**src/design/phase_monitor_pkg.sv**
```systemverilog
// Package for the line-to-system phase monitor: register map, field layout, reset values.
// Assumes an 8-bit register port with byte offsets as printed.
package phase_monitor_pkg;
  localparam logic [7:0] phase_word_low_offset  = 8'h0e;
  localparam logic [7:0] phase_word_high_offset = 8'h0f;
  localparam int         position_width         = 8;
  localparam int         slot_lsb               = 3;
  localparam int         quadrant_lsb           = 6;
  localparam logic [1:0] quadrant_first         = 2'h0;
  localparam logic [1:0] quadrant_last          = 2'h3;
  localparam logic [7:0] position_reset         = 8'h00;
  localparam logic [8:0] phase_word_reset       = 9'h000;
  localparam logic [7:0] read_idle_value        = 8'h00;

  typedef struct packed {
    logic       wrap;
    logic [7:0] position;
  } phase_word_type;

  typedef struct packed {
    logic [7:0] addr;
    logic [7:0] wdata;
    logic       wr;
    logic       rd;
  } host_request_type;
endpackage : phase_monitor_pkg

```
**src/design/line_to_system_phase_monitor.sv**
```systemverilog
// Line-to-system phase monitor: counts system clocks across each system frame,
// captures the count on each unfrozen line frame pulse, and offers it to a host through a freeze port.
// Assumes both frame pulses arrive as one-cycle pulses already synchronous to clk_sys.
//
// Strobed register access was decided locally.
`timescale 1ns/1ps
`default_nettype none
module line_to_system_phase_monitor
  import phase_monitor_pkg::*;
(
  input  wire logic                          clk_sys,
  input  wire logic                          rst_n,
  input  wire logic                          system_frame_pulse,
  input  wire logic                          line_frame_pulse,
  input  wire phase_monitor_pkg::host_request_type host_req,
  output logic [7:0]                         host_rdata,
  output logic                               frozen
);
  import phase_monitor_pkg::*;

  logic [7:0]     position_reg;
  phase_word_type phase_word_reg;
  phase_word_type phase_word_next;
  logic [7:0]     rdata_reg;
  logic [7:0]     rdata_next;
  logic           capture_en;

  // One-hot freeze control; the codes are written out so a stuck or doubled
  // bit shows up plainly on a waveform.
  typedef enum logic [1:0] {
    live_state = 2'b01,
    held_state = 2'b10
  } freeze_state_type;

  freeze_state_type state_reg;
  freeze_state_type state_next;

  // Decoders for the freeze control, the wrap detection and the read path
  function automatic logic is_phase_addr(input logic [7:0] a);
    is_phase_addr = (a == phase_word_low_offset) || (a == phase_word_high_offset);
  endfunction : is_phase_addr

  // Any write to either phase register freezes; the data byte is never looked at
  function automatic logic freeze_request(input host_request_type r);
    freeze_request = r.wr && is_phase_addr(r.addr);
  endfunction : freeze_request

  // Only the low register read lets go, so the high byte must be read first
  function automatic logic release_request(input host_request_type r);
    release_request = r.rd && (r.addr == phase_word_low_offset);
  endfunction : release_request

  // A wrap is a jump between the first and last quarter of the system frame,
  // in either direction; smaller moves are ordinary drift
  function automatic logic crosses_frame(input logic [1:0] prev_q,
                                         input logic [1:0] cur_q);
    crosses_frame = ((prev_q == quadrant_first) && (cur_q == quadrant_last)) ||
                    ((prev_q == quadrant_last) && (cur_q == quadrant_first));
  endfunction : crosses_frame

  // Read multiplexer; unmapped addresses read as the idle value
  function automatic logic [7:0] read_select(input logic [7:0]     a,
                                             input phase_word_type w);
    case (a)
      phase_word_low_offset:  read_select = w.position;
      phase_word_high_offset: read_select = {7'h00, w.wrap};
      default:                read_select = read_idle_value;
    endcase
  endfunction : read_select

  // Capture timing, one line pulse:
  //   cycle 0: system frame pulse, counter cleared at the closing edge
  //   cycle 1: counter reads 0, then climbs by one each cycle
  //   cycle n: line frame pulse sampled while the counter reads n-1
  //   cycle n+1: phase word holds n-1 and the updated wrap bit
  // Host read sequence:
  //   cycle 0: write to either phase register, hold taken at the closing edge
  //   cycle 1: read of the high register
  //   cycle 2: wrap bit on the read data; read of the low register
  //   cycle 3: position on the read data; hold already released

  // Free running between system frames; 8 bits wrap naturally at 255
  always_ff @(posedge clk_sys or negedge rst_n) begin
    if (!rst_n) begin
      position_reg <= position_reset;
    end else if (system_frame_pulse) begin
      position_reg <= position_reset;
    end else begin
      position_reg <= position_reg + 8'h01;
    end
  end

  // Position is used as is: slot in 7:3, bit in 2:0
  // Drift direction follows directly from capturing raw position
  always_comb begin
    phase_word_next          = phase_word_reg;
    phase_word_next.position = position_reg;
    // Compared against the last capture, not the last pulse, so dropped
    // pulses during a hold cannot fake a wrap
    if (crosses_frame(phase_word_reg.position[7:quadrant_lsb],
                      position_reg[7:quadrant_lsb])) begin
      phase_word_next.wrap = ~phase_word_reg.wrap;
    end
  end

  // The comparison uses the previous capture, so while frozen the wrap history
  // also stands still; a pulse lost during a freeze is simply skipped.
  always_ff @(posedge clk_sys or negedge rst_n) begin
    if (!rst_n) begin
      phase_word_reg <= phase_word_reset;
    end else if (capture_en) begin
      phase_word_reg <= phase_word_next;
    end
  end

  // Freeze control. Live: every unfrozen line pulse refreshes the word.
  // Held: the host owns a stable snapshot until it reads the low byte.
  // A write and a low read never share a cycle, so no priority is needed
  // between them; a second write while held just keeps the hold.
  always_comb begin
    state_next = state_reg;
    case (state_reg)
      live_state: begin
        if (freeze_request(host_req)) begin
          state_next = held_state;
        end
      end
      held_state: begin
        if (release_request(host_req)) begin
          state_next = live_state;
        end
      end
      default: begin
        // An illegal code falls back to live rather than locking the word
        state_next = live_state;
      end
    endcase
  end

  always_ff @(posedge clk_sys or negedge rst_n) begin
    if (!rst_n) begin
      state_reg <= live_state;
    end else begin
      state_reg <= state_next;
    end
  end

  // Pulses that arrive while held are dropped, not queued
  assign capture_en = line_frame_pulse && (state_reg == live_state);

  // Read data stands for one cycle only and is idle otherwise;
  // high before low keeps the pair coherent
  always_comb begin
    rdata_next = read_idle_value;
    if (host_req.rd) begin
      rdata_next = read_select(host_req.addr, phase_word_reg);
    end
  end

  always_ff @(posedge clk_sys or negedge rst_n) begin
    if (!rst_n) begin
      rdata_reg <= read_idle_value;
    end else begin
      rdata_reg <= rdata_next;
    end
  end

  assign host_rdata = rdata_reg;
  assign frozen     = (state_reg == held_state);
endmodule : line_to_system_phase_monitor
`default_nettype wire

```
**config.mk**
```make
export PLATFORM = sky130hd
export DESIGN_NAME = line_to_system_phase_monitor
export DESIGN_NICKNAME = d
export VERILOG_FILES = /design/src/design/phase_monitor_pkg.sv /design/src/design/line_to_system_phase_monitor.sv
export SDC_FILE = /design/constraint.sdc
export NUM_CORES = 1
export LEC_CHECK = 0
export ABC_CLOCK_PERIOD_IN_PS = 1400
export BUFFER_PORTS_ARGS = -buffer_cell sky130_fd_sc_hd__clkbuf_2
export CAP_MARGIN = 5
export CORE_UTILIZATION = 25
export DETAILED_ROUTE_END_ITERATION = 6
export PLACE_DENSITY = 0.53
export SLEW_MARGIN = 5
export SYNTH_ARGS = -nofsm -noshare
export SYNTH_HDL_FRONTEND = slang
export SYNTH_SLANG_ARGS = --single-unit
export TNS_END_PERCENT = 30
```
**constraint.sdc**
```tcl
create_clock -name clk_sys -period 1.4 [get_ports clk_sys]
set_input_delay 0.21 -clock clk_sys [delete_from_list [all_inputs] [get_ports clk_sys]]
set_output_delay 0.21 -clock clk_sys [all_outputs]
set_load 0.05 [all_outputs]
```
==> impl_metrics.csv <==
group,metric,value,unit
placed_design,dpl.hpwl,1400,um
critical_path,critPathKind,"flip-flop to primary output",
sta,period_needed,1.34,ns
power_and_ir_drop,power_switching,0.283,mW
placed_design,dp.cells,158,
final_layout,antenna_cells,0,
cts,clkTransAtPathRegs,0.09,ns
floorplanning,floorplan.rows,23,
sta,worst_clock_skew,0.00109,ns
final_layout,fin_nets,137,
critical_path,rrSetupSlack,0.15,ns
sta,slew_headroom,0.561,
logic_synthesis,synth_edf_count,0,
cts,clk-insertion-delay-late,0.27,ns
logic_synthesis,synth-seq-area-share,0.609,
global_route,antenna_found_initial,0,
power_and_ir_drop,p_leak,0.667,nW
floorplanning,ioPinCount,31,
critical_path,cp_max_fo,3,
sta,rsz0062_at_grt,"no",
sta,fmax,0.744,GHz
logic_synthesis,ys_ff_latch,27,
drt,vias,750,
power_and_ir_drop,power.density,978,mW/mm^2
cts,cts_resized,0,
power_and_ir_drop,sw_frac_of_total,0.215,
cts,cts_tree,"yes",
drt,routedWlPerCell,11.4,um
critical_path,cp.arrival,1.13,ns
global_route,grt_overflow,0,
logic_synthesis,syn_area_per_cell,12.9,um^2
cts,htree_levels,1,
status,status,"finished, final reports clean",
logic_synthesis,syn_nets,109,
floorplanning,core-area,0.00414,mm^2
drt,drc,0,
global_route,grt_pass1_wl,3240,um
cts,clock-sinks,27,
placed_design,portBuffers,22,
cts,cts_buffers,3,
final_layout,post_route_cells_drive_above_1_share,0.283,
logic_synthesis,synth_cell_types,24,
placed_design,place_congestion,0.660,
job,drv_cap,0,
cts,root_buffer,"clkbuf_8",
hold_path,hold_class,"input port to flip-flop",
floorplanning,initial_core_util,0.268,
drt,drt_pre_antenna_iters,4,
power_and_ir_drop,power_frac_comb,0.061,
logic_synthesis,synthArstFlopShare,1.00,
drt,avgViaCountPerCell,4.60,
power_and_ir_drop,finalPower,1.32,mW
sta,hold_viol,0,
final_layout,area_growth,21.2,%
sta,setup-tns-final,0,ns
drt,wirelength,1870,um
sta,final-setup-viol-count,0,
critical_path,cp-end-kind,"primary output",
sta,period_share,0.960,
global_route,grt_pass1_vias,713,
power_and_ir_drop,p_clk_frac,0.325,
final_layout,final.fill_count,430,
logic_synthesis,ys_warn_count,0,
cts,clockBufferDepth,2,
logic_synthesis,ys.flop_type,"dfrtp_1",
logic_synthesis,syn_area,0.00111,mm^2
floorplanning,die_w,68.7,um
floorplanning,die_h,68.7,um
floorplanning,dieArea,0.00471,mm^2
final_layout,fin_cells,163,
power_and_ir_drop,power_frac_seq,0.614,
logic_synthesis,netlist_instances,86,
sta,drv_slew,0,
drt,ant_nets,0,
critical_path,cp_data_required_time,1.19,ns
global_route,grt_usage,0.0942,
critical_path,worst_setup_path_start_kind,"flip-flop",
power_and_ir_drop,irDropWorstVdd,0.000456,V
global_route,grt_max_degree,28,
drt,drt_iter0_markers,61,
power_and_ir_drop,internal-power,1.03,mW
final_layout,largest_reg_flops,9,
sta,tightestPinTransition,0.659,ns
stage by stage:
step	worst slack, ns	hold slack [ns]	util	area (um^2)
global placement	0.196	0.266	0.311	1290
floorplan	0.267	-0.0856	-	1110
CTS	0.0427	0.111	0.325	1350
detailed placement	0.177	0.278	0.311	1290
global route	0.00273	0.0996	0.325	1350
finish	0.0555	0.116	0.325	1350
layout make-up:
class / count / area, um^2 / share of cell area
tap: 50 / 62.6 / 0.0465
inverter: 1 / 3.75 / 0.00279
clock inverter: 1 / 5.00 / 0.00372
sequential: 27 / 677 / 0.503
clock buffer: 3 / 41.3 / 0.0307
timing repair buffer: 24 / 128 / 0.0948
multi-input combinational: 57 / 429 / 0.319
Yosys cell counts, types with 2 or more instances:
| library cell | count | area (um^2) |
|---|---|---|
| nand3_2 | 2 | 20.0 |
| nand3_1 | 2 | 10.0 |
| nor2b_1 | 5 | 31.3 |
| or3_1 | 2 | 12.5 |
| o21ai_0 | 3 | 15.0 |
| nand2_1 | 3 | 11.3 |
| mux2_1 | 9 | 101 |
| dfrtp_1 | 26 | 651 |
| nor3_1 | 2 | 10.0 |
| xor2_1 | 3 | 26.3 |
| nand4bb_1 | 2 | 22.5 |
| nor2_1 | 5 | 18.8 |
| and3_1 | 3 | 18.8 |
| and2_1 | 7 | 43.8 |
| a21oi_1 | 3 | 15.0 |
worst paths after layout:
path | startpoint | to | depth (start not counted)
max | state_reg[0]$_DFFE_PN1P_ | frozen | 2
min in group asynchronous | rst_n | state_reg[1]$_DFFE_PN0P_ | 2
max in group asynchronous | rst_n | position_reg[3]$_DFF_PN0_ | 2
min | host_req[1] | state_reg[0]$_DFFE_PN1P_ | 2
max reg2reg | position_reg[0]$_DFF_PN0_ | position_reg[6]$_DFF_PN0_ | 4
min reg2reg | phase_word_reg[8]$_DFFE_PN0P_ | phase_word_reg[8]$_DFFE_PN0P_ | 1
per-layer routing:
layer / global-route usage / vias to the layer above / share of wire
li1: - / 352 / -
met1: 0.118 / 377 / 0.46
met2: 0.153 / 16 / 0.48
met3: 0.0345 / 5 / 0.050
met4: 0.0234 / 0 / 0.0091
met5: 0 / - / 0
cells in the final DEF (no fill, tap or decap), types with 2 or more instances in the layout:
master and n:
nor3_1 2, nor2b_1 4, clkbuf_8 3, and2_1 7, mux2_1 9, xor2_1 3, a21oi_1 3, nand2_1 3
o21ai_0 3, nand3_2 2, nand4bb_1 2, dfrtp_1 26, nand3_1 2, clkbuf_2 22, or3_1 2, and3_1 3
nor2_1 5
kinds of logic after synthesis:
kind of cell             Yosys count  synth area share
buffers and inverters              2           0.00675
XOR/XNOR                           4            0.0315
multiplexers                       9            0.0912
AO/OA/AOI/OAI                      8            0.0439
flip-flops                        27             0.609
adder cells (fa/ha/maj)            1            0.0113
AND/OR/NAND/NOR                   35             0.206
power by group through the flow:
stage                     logic [mW]  clock network [mW]  registers, mW
after floorplan               0.0347                   0          0.821
after global placement        0.0775                   0          0.823
after detailed placement      0.0809                   0          0.824
after CTS                     0.0841               0.449          0.809
after global routing          0.0925               0.480          0.811
final                         0.0808               0.427          0.808
critical path, cell delays in order (launching register included):
cell and delay [ns]:
dfstp_2 0.57, nor2b_2 0.06, clkbuf_2 0.23
timing repair:
item	CTS	global route
setup buffers	0	0
endpoints found under the hold margin	26	0
hold buffers	1	0
(Power assumes the default switching activity.)
